<file path="src/clock_source_output_control_regs.vh">
`ifndef CLOCK_SOURCE_OUTPUT_CONTROL_REGS_VH
`define CLOCK_SOURCE_OUTPUT_CONTROL_REGS_VH

// ----------------------------------------------------------------
// Register offsets
// ----------------------------------------------------------------
`define CTRL_ONE_ADDR 8'h00
`define CTRL_TWO_ADDR 8'h04
`define TRIM_ADDR 8'h08
`define STATUS_ADDR 8'h0C

// ----------------------------------------------------------------
// Control one fields
// ----------------------------------------------------------------
`define C1_CLKSRC_HI 7
`define C1_CLKSRC_LO 6
`define C1_REF_DIVIDER_SEL_HI 5
`define C1_REF_DIVIDER_SEL_LO 3
`define C1_IREF_SEL 2
`define C1_IREF_OUT 1
`define C1_IREF_STOP 0

// ----------------------------------------------------------------
// Control two fields
// ----------------------------------------------------------------
`define C2_BUS_DIVIDER_SEL_HI 7
`define C2_BUS_DIVIDER_SEL_LO 6
`define C2_LP 3
`define C2_EXT_OSC 2
`define C2_EREF_OUT 1
`define C2_EREF_STOP 0

// ----------------------------------------------------------------
// Status fields
// ----------------------------------------------------------------
`define SC_MODE_HI 3
`define SC_MODE_LO 2
`define SC_OSC_INIT 1
`define SC_FINE_TRIM_BIT 0

// ----------------------------------------------------------------
// Reset values and modes
// ----------------------------------------------------------------
`define CTRL_ONE_RST 8'h04
`define CTRL_TWO_RST 8'h40
`define TRIM_POWERUP 8'h80
`define MODE_FLL 2'h0
`define MODE_INT 2'h1
`define MODE_EXT 2'h2
`define MODE_RSVD 2'h3

// ----------------------------------------------------------------
// Timing
// ----------------------------------------------------------------
`define CLK_PERIOD_NS 10
`define IRC_SETTLE_NS 1000
`define IRC_SETTLE_CYC ((`IRC_SETTLE_NS + `CLK_PERIOD_NS - 1) / `CLK_PERIOD_NS)
`define IRC_BASE_HALF 10'h040
`define SWITCH_TICKS 3'h3
`define FLL_LOCK_REFS 4'h8
`define FFE_OFFSET 3'h2

`endif

</file>
<file path="src/clock_source_output_control.v">
// Implementation choices: the placing of the registers and the plain strobed port.
`timescale 1ns/1ps
`default_nettype none
`include "clock_source_output_control_regs.vh"

module clock_source_output_control #(
  parameter OSC_INIT_EDGES = 4096
) (
  // Clock and reset
  input wire sys_clk,
  input wire rst,
  // Register port
  input wire [7:0] reg_addr,
  input wire [7:0] reg_wdata,
  input wire reg_wr,
  input wire reg_rd,
  output reg [7:0] reg_rdata,
  // System inputs
  input wire stop_mode,
  input wire ext_ref_in,
  // Clock outputs
  output reg main_clock_out,
  output reg int_ref_clock_out,
  output reg ext_ref_clock_out,
  output reg fixed_freq_clock,
  output wire fixed_freq_valid,
  output wire fll_enable,
  output reg fll_locked
);

  // ----------------------------------------------------------------
  // Registers
  // ----------------------------------------------------------------
  reg [7:0] ctrl_one_ff;
  reg [7:0] ctrl_two_ff;
  reg [7:0] coarse_trim_register = `TRIM_POWERUP;
  reg fine_trim_bit = 1'b0;
  reg [1:0] clock_mode_status;
  reg osc_init_done;

  wire [1:0] clock_source_select = ctrl_one_ff[`C1_CLKSRC_HI:`C1_CLKSRC_LO];
  wire [2:0] ref_divider_sel = ctrl_one_ff[`C1_REF_DIVIDER_SEL_HI:`C1_REF_DIVIDER_SEL_LO];
  wire int_ref_select = ctrl_one_ff[`C1_IREF_SEL];
  wire int_ref_out_enable = ctrl_one_ff[`C1_IREF_OUT];
  wire int_ref_stop_enable = ctrl_one_ff[`C1_IREF_STOP];
  wire [1:0] bus_divider_sel = ctrl_two_ff[`C2_BUS_DIVIDER_SEL_HI:`C2_BUS_DIVIDER_SEL_LO];
  wire fll_power_saver_bit = ctrl_two_ff[`C2_LP];
  wire ext_osc_select = ctrl_two_ff[`C2_EXT_OSC];
  wire ext_ref_out_enable = ctrl_two_ff[`C2_EREF_OUT];
  wire ext_ref_stop_enable = ctrl_two_ff[`C2_EREF_STOP];

  // ----------------------------------------------------------------
  // Register write decode
  // ----------------------------------------------------------------
  wire wr_one = reg_wr && (reg_addr == `CTRL_ONE_ADDR);
  wire wr_two = reg_wr && (reg_addr == `CTRL_TWO_ADDR);
  wire wr_trim = reg_wr && (reg_addr == `TRIM_ADDR);
  wire wr_stat = reg_wr && (reg_addr == `STATUS_ADDR);

  always @(posedge sys_clk or posedge rst) begin
    if (rst) begin
      ctrl_one_ff <= `CTRL_ONE_RST;
      ctrl_two_ff <= `CTRL_TWO_RST;
    end else begin
      if (wr_one) begin
        ctrl_one_ff <= reg_wdata;
      end
      if (wr_two) begin
        ctrl_two_ff <= {reg_wdata[7:6], 2'h0, reg_wdata[3:0]};
      end
    end
  end

  // Trim holds across reset
  always @(posedge sys_clk) begin
    if (wr_trim) begin
      coarse_trim_register <= reg_wdata;
    end
    if (wr_stat) begin
      fine_trim_bit <= reg_wdata[`SC_FINE_TRIM_BIT];
    end
  end

  // ----------------------------------------------------------------
  // Register read port
  // ----------------------------------------------------------------

  always @(posedge sys_clk or posedge rst) begin
    if (rst) begin
      reg_rdata <= 8'h00;
    end else if (reg_rd) begin
      case (reg_addr)
        `CTRL_ONE_ADDR: reg_rdata <= ctrl_one_ff;
        `CTRL_TWO_ADDR: reg_rdata <= ctrl_two_ff;
        `TRIM_ADDR: reg_rdata <= coarse_trim_register;
        `STATUS_ADDR: reg_rdata <= {4'h0, clock_mode_status,
                                    osc_init_done, fine_trim_bit};
        default: reg_rdata <= 8'h00;
      endcase
    end else begin
      reg_rdata <= 8'h00;
    end
  end

  // ----------------------------------------------------------------
  // Internal reference
  // ----------------------------------------------------------------
  reg [9:0] irc_cnt_ff;
  reg irc_ff;
  reg [15:0] irc_settle_ff;
  reg irc_stable_ff;
  wire [9:0] irc_half = `IRC_BASE_HALF + {2'h0, coarse_trim_register}
                        + {9'h000, fine_trim_bit};
  wire int_needed = int_ref_select || int_ref_out_enable
                    || (clock_source_select == `MODE_INT);
  wire irc_run = stop_mode ? (int_ref_out_enable && int_ref_stop_enable)
                           : int_needed;
  wire irc_rise = irc_run && !irc_ff && (irc_cnt_ff >= irc_half);

  always @(posedge sys_clk or posedge rst) begin
    if (rst) begin
      irc_cnt_ff <= 10'h000;
      irc_ff <= 1'b0;
      irc_settle_ff <= 16'h0000;
      irc_stable_ff <= 1'b0;
    end else if (!irc_run) begin
      irc_cnt_ff <= 10'h000;
      irc_ff <= 1'b0;
      irc_settle_ff <= 16'h0000;
      irc_stable_ff <= 1'b0;
    end else begin
      if (irc_cnt_ff >= irc_half) begin
        irc_cnt_ff <= 10'h000;
        irc_ff <= !irc_ff;
      end else begin
        irc_cnt_ff <= irc_cnt_ff + 10'h001;
      end
      if (irc_settle_ff >= `IRC_SETTLE_CYC) begin
        irc_stable_ff <= 1'b1;
      end else begin
        irc_settle_ff <= irc_settle_ff + 16'h0001;
      end
    end
  end

  // ----------------------------------------------------------------
  // External reference
  // ----------------------------------------------------------------
  reg ext_s1_ff;
  reg ext_s2_ff;
  reg ext_d_ff;
  reg [15:0] osc_cnt_ff;
  wire ext_rise = ext_s2_ff && !ext_d_ff;
  wire ext_mode = (clock_source_select == `MODE_EXT) || !int_ref_select;
  wire ext_gate = !stop_mode || ext_ref_stop_enable;

  always @(posedge sys_clk or posedge rst) begin
    if (rst) begin
      ext_s1_ff <= 1'b0;
      ext_s2_ff <= 1'b0;
      ext_d_ff <= 1'b0;
      osc_cnt_ff <= 16'h0000;
      osc_init_done <= 1'b0;
    end else begin
      ext_s1_ff <= ext_ref_in;
      ext_s2_ff <= ext_s1_ff;
      ext_d_ff <= ext_s2_ff;
      if (!ext_ref_out_enable || !ext_osc_select) begin
        osc_cnt_ff <= 16'h0000;
        osc_init_done <= 1'b0;
      end else if (osc_cnt_ff >= OSC_INIT_EDGES[15:0]) begin
        osc_init_done <= 1'b1;
      end else if (ext_rise && ext_mode) begin
        osc_cnt_ff <= osc_cnt_ff + 16'h0001;
      end
    end
  end

  // ----------------------------------------------------------------
  // Gated reference outputs
  // ----------------------------------------------------------------
  always @(posedge sys_clk or posedge rst) begin
    if (rst) begin
      int_ref_clock_out <= 1'b0;
      ext_ref_clock_out <= 1'b0;
    end else begin
      int_ref_clock_out <= irc_ff && int_ref_out_enable
                           && irc_run;
      ext_ref_clock_out <= ext_s2_ff && ext_ref_out_enable
                           && ext_gate;
    end
  end

  // ----------------------------------------------------------------
  // FLL reference and fixed clock
  // ----------------------------------------------------------------
  reg [7:0] ref_cnt_ff;
  reg [3:0] lock_cnt_ff;
  reg prev_iref_ff;
  wire ref_tick = int_ref_select ? irc_rise : ext_rise;
  wire [7:0] ref_mask = (8'h01 << ref_divider_sel) - 8'h01;
  wire ff_tick = ref_tick && ((ref_cnt_ff & ref_mask) == ref_mask);
  wire bypass_sel = (clock_source_select != `MODE_FLL);

  assign fll_enable = !(fll_power_saver_bit && bypass_sel);

  always @(posedge sys_clk or posedge rst) begin
    if (rst) begin
      ref_cnt_ff <= 8'h00;
      fixed_freq_clock <= 1'b0;
      lock_cnt_ff <= 4'h0;
      fll_locked <= 1'b0;
      prev_iref_ff <= 1'b1;
    end else begin
      prev_iref_ff <= int_ref_select;
      if (ref_tick) begin
        ref_cnt_ff <= ref_cnt_ff + 8'h01;
      end
      if (ff_tick) begin
        fixed_freq_clock <= !fixed_freq_clock;
      end
      if (!fll_enable || (prev_iref_ff != int_ref_select)) begin
        lock_cnt_ff <= 4'h0;
        fll_locked <= 1'b0;
      end else if (lock_cnt_ff >= `FLL_LOCK_REFS) begin
        fll_locked <= 1'b1;
      end else if (ff_tick && (!int_ref_select || irc_stable_ff)) begin
        lock_cnt_ff <= lock_cnt_ff + 4'h1;
      end
    end
  end

  // ----------------------------------------------------------------
  // Mode status switching
  // ----------------------------------------------------------------
  reg [2:0] sw_cnt_ff;
  reg [1:0] target_mode;
  reg target_tick;

  always @* begin
    target_mode = clock_mode_status;
    target_tick = 1'b0;
    case (clock_source_select)
      `MODE_FLL: begin
        target_mode = `MODE_FLL;
        target_tick = 1'b1;
      end
      `MODE_INT: begin
        target_mode = `MODE_INT;
        target_tick = irc_rise;
      end
      `MODE_EXT: begin
        target_mode = `MODE_EXT;
        target_tick = ext_rise;
      end
      default: begin
        target_mode = clock_mode_status;
        target_tick = 1'b0;
      end
    endcase
  end

  always @(posedge sys_clk or posedge rst) begin
    if (rst) begin
      clock_mode_status <= `MODE_FLL;
      sw_cnt_ff <= 3'h0;
    end else if (target_mode == clock_mode_status) begin
      sw_cnt_ff <= 3'h0;
    end else if (target_tick) begin
      if (sw_cnt_ff >= `SWITCH_TICKS - 3'h1) begin
        clock_mode_status <= target_mode;
        sw_cnt_ff <= 3'h0;
      end else begin
        sw_cnt_ff <= sw_cnt_ff + 3'h1;
      end
    end
  end

  // ----------------------------------------------------------------
  // Main clock with bus divider
  // ----------------------------------------------------------------
  reg [2:0] bus_divider_sel_cnt_ff;
  reg src_tick;
  wire [2:0] bus_divider_sel_lim = (3'h1 << bus_divider_sel) - 3'h1;

  always @* begin
    src_tick = 1'b0;
    case (clock_mode_status)
      `MODE_FLL: src_tick = !stop_mode;
      `MODE_INT: src_tick = irc_rise && !stop_mode;
      `MODE_EXT: src_tick = ext_rise && !stop_mode;
      default: src_tick = 1'b0;
    endcase
  end

  always @(posedge sys_clk or posedge rst) begin
    if (rst) begin
      bus_divider_sel_cnt_ff <= 3'h0;
      main_clock_out <= 1'b0;
    end else if (src_tick) begin
      if (bus_divider_sel_cnt_ff >= bus_divider_sel_lim) begin
        bus_divider_sel_cnt_ff <= 3'h0;
        main_clock_out <= !main_clock_out;
      end else begin
        bus_divider_sel_cnt_ff <= bus_divider_sel_cnt_ff + 3'h1;
      end
    end
  end

  // ----------------------------------------------------------------
  // Fixed clock valid flag
  // ----------------------------------------------------------------
  wire [2:0] ffe_need = {1'b0, bus_divider_sel} + `FFE_OFFSET;
  assign fixed_freq_valid =
    (clock_mode_status == `MODE_FLL)
    || (ref_divider_sel >= ffe_need);

endmodule

`default_nettype wire

</file>
<file path="config.mk">
export PLATFORM = sky130hd
export DESIGN_NAME = clock_source_output_control
export DESIGN_NICKNAME = d
export VERILOG_FILES = /design/src/clock_source_output_control.v
export VERILOG_INCLUDE_DIRS = /design/src /design/src/src
export SDC_FILE = /design/constraint.sdc
export NUM_CORES = 1
export LEC_CHECK = 0
export BUFFER_PORTS_ARGS = -buffer_cell sky130_fd_sc_hd__buf_4
export CAP_MARGIN = 20
export CORE_MARGIN = 5
export CORE_UTILIZATION = 25
export CTS_BUF_LIST = sky130_fd_sc_hd__clkbuf_4
export CTS_CLUSTER_DIAMETER = 100
export CTS_CLUSTER_SIZE = 40
export DETAILED_ROUTE_END_ITERATION = 7
export MAX_ROUTING_LAYER = met4
export PLACE_DENSITY_LB_ADDON = 0.3
export SYNTH_ARGS = -nofsm -noshare
export SYNTH_HDL_FRONTEND = slang
export SYNTH_SLANG_ARGS = --single-unit
</file>
<file path="constraint.sdc">
create_clock -name sys_clk -period 3.1 [get_ports sys_clk]
set_input_delay 0 -clock sys_clk [delete_from_list [all_inputs] [get_ports sys_clk]]
set_output_delay 0 -clock sys_clk [all_outputs]
set_load 0.02 [all_outputs]
</file>
==> flow_summary_export.csv <==
group,metric,value,unit
global_routing,grt_pass1_vias,3935,
pwr,seqPwrFrac,55.9,%
place,placed_cell_area,5933,µm²
route,routedWlPerCell,14.18,µm
route,dr.pass1.iters,4,
min_path,hp-class,"primary input to flop",
global_routing,grt_max_degree,82,
critical_path,critPathArrivalTime,3350,ps
sta,layout_setup_ws,156.6,ps
place,gp_congestion,0.7794,
pwr,p_sw,0.0009395,W
route,drt-initial-drc-count,159,
route,routed_via_density,4.502,
clock_network,numCtsBuffers,9,
sta,final-hold-violation-count,0,
global_routing,grt_pass1_wl,19.80,mm
synthesis,synth_top_area_cell,"dfrtp_1",
global_routing,met1_usage,12.74,%
pwr,ir_worst_vdd,144.8,µV
synthesis,synth-seq-cells,104,
route,routed_wl,11.91,mm
synthesis,avgSynthCellArea,10.72,µm²
global_routing,globalRouteMet2Util,17.15,%
critical_path,required,3510,ps
clock_network,insertion_delay,490,ps
global_routing,grtUsageMet3,2.600,%
place,post-place-ws,97.45,ps
clock_network,ctsRootBufferMaster,"clkbuf_4",
sta,worst_pin_slew,761.2,ps
critical_path,worstRegToRegCells,12,
synthesis,synthTopCellsByArea,"dfrtp_1 (43%), ha_1 (7.7%), edfxtp_1 (5.0%)",
pwr,powerDensity,453.9,nW/µm²
synthesis,syn_inst,500,
critical_path,worstSetupStartpointType,"flop",
synthesis,seq_area_frac_synth,49.47,%
final_layout,area_growth,18.40,%
die,core_area,21090,µm²
min_path,hold_depth,2,
critical_path,criticalPathCategory,"flop to flop",
pwr,p_leak,2.849,nW
clock_network,clock-sinks,104,
die,die_height,156.4,µm
flow_run,maxCapViolCount,0,
synthesis,syn_nets,555,
place,hpwl,8.841,mm
final_layout,fillers,2204,
synthesis,syn_area,5359,µm²
sta,maxSlewViolCount,0,
pwr,clkPwrFrac,23.6,%
place,port_buffers,36,
clock_network,clkTransAtPathRegs,180,ps
synthesis,synth-main-ff-cell,"dfrtp_1",
synthesis,async_flop_share,91.35,%
synthesis,yosysMostFrequentCell,"dfrtp_1",
pwr,p_int,0.001941,W
critical_path,endpoint_kind,"flop",
die,start_util,25.41,%
sta,clock_skew,26.42,ps
clock_network,cts_buffer_depth,2,
final_layout,drive_above_1_share,17.38,%
die,die_w,156.4,µm
pwr,combPwrFrac,20.4,%
clock_network,tritoncts,"done",
run_status,status,"finished clean",
sta,post-route-period-util,94.95,%
final_layout,final_area,6345,µm²
route,drtAntennaViolNets,0,
route,drc,0,
synthesis,synth-edff-count,9,
synthesis,yosys_warnings,0,
route,vias,3782,
critical_path,crit_fanout,3,
final_layout,num-nets-final,614,
synthesis,ys_types,67,
sta,fin_crit,2943,ps
sta,max_freq,339.7,MHz
die,die-area,24460,µm²
pwr,swShare,32.62,%
global_routing,grt_usage,10.48,%
die,pin_count,37,
global_routing,busiest_layer,"met2",
sta,hold_slack,164.1,ps
sta,setup_viol,0,
synthesis,synth_top_cells_by_count,"dfrtp_1 (92), nor2_1 (60), nand2_1 (40)",
global_routing,grt_overflow,0,
global_routing,antenna_found_initial,1,
clock_network,htreeDepth,3,
synthesis,yosysTopAreaCellShare,42.96,%
sta,slew_headroom,49.26,%
die,rows,53,
## final timing paths
kind / start / endpoint / slack, ps
max: coarse_trim_register[0] / bus_divider_sel_cnt_ff[0] / 160
max in group asynchronous: rst / irc_cnt_ff[9] / 1730
min in group asynchronous: rst / reg_rdata[3] / 530
min: ext_ref_in / ext_s1_ff / 160
min reg2reg: ext_s1_ff / ext_s2_ff / 360
max reg2reg: coarse_trim_register[0] / bus_divider_sel_cnt_ff[0] / 160
## stage by stage
stage | utilization [%] | setup TNS [ps] | power [W] | std cells
finish | 30.09 | 0 | 0.002880 | 840
global route | 30.09 | -38.09 | 0.003068 | 840
CTS | 29.67 | 0 | 0.002917 | 836
detailed placement | 28.14 | 0 | 0.002203 | 801
global placement | 28.14 | 0 | 0.002162 | 801
floorplan | - | 0 | 0.001998 | 500
## per-layer routing
layer,share of wire (%),wire length [µm]
met5,0,0
met4,1.6,189
met3,4.9,587
met2,48,5732
met1,45,5404
## worst max-delay path: stages (launching register included)
cell	delay [ps]
edfxtp_1	460
ha_1	220
ha_1	200
nand3_1	120
nor2_1	80
o21ai_0	160
ha_1	290
a211oi_2	220
nand2_1	110
a31o_2	280
a211oi_4	250
or2_4	180
mux2_4	290
## cell type report
class                   instances  area (µm²)  area share [%]
flip-flops and latches        104        2651           41.79
multi-input cells             358        2594           40.88
repair buffers                 60       520.5           8.204
well taps                     275       344.1           5.423
inverters                      26       100.1           1.578
clock buffers                  10       75.07           1.183
clock inverters                 6       57.56          0.9071
diodes                          1       2.502         0.03944
## cells in the final DEF, fill, tap and decap left out, drive strengths merged, types with 16 or more instances in the layout
cell and n:
inv 30, xor2 19, dlygate4sd3 20, xnor2 18, and3 18, dfrtp 92
nor2 60, nand2 40, buf 40, o21ai 16, ha 33, nand3 20
## what timing repair did
item / CTS / global route
hold endpoints to repair: 115 / 16
buffers inserted: 0 / 1
resized for setup: 0 / 7
hold buffers: 19 / 1
endpoints found under the setup margin: 0 / 13
## flip-flops by register name, summed over array words and instances, names as in the netlist, 2 cells and up
signal / cells
ref_cnt_ff: 7
coarse_trim_register: 8
clock_mode_status: 2
lock_cnt_ff: 4
ctrl_one_ff: 8
irc_settle_ff: 16
ctrl_two_ff: 6
sw_cnt_ff: 3
osc_cnt_ff: 16
reg_rdata: 8
bus_divider_sel_cnt_ff: 3
irc_cnt_ff: 10
## cell families (layout without fill, tap and decap cells)
kind of cell               count (synthesis)  in the layout  synth area share [%]
and+or+nand+nor                          194            194                 18.40
DFF                                      104            104                 49.47
AOI/OAI and AO/OA                         66             66                 8.943
buffers and inverters                     38            102                 2.895
xor gates and xnor gates                  37             37                 6.047
adders and majority gates                 33             33                 7.705
muxes                                     28             28                 6.538
other                                      0              1                     0
## power groups by stage
stage | Combinational (W) | Clock, W | Sequential, W
after floorplan | 0.000380 | 0 | 0.00162
after global placement | 0.000529 | 0 | 0.00163
after CTS | 0.000585 | 0.000721 | 0.00161
final | 0.000588 | 0.000681 | 0.00161
after detailed placement | 0.000566 | 0 | 0.00164
after global routing | 0.000658 | 0.000778 | 0.00163
No activity file was read; power rests on OpenSTA's default activity.
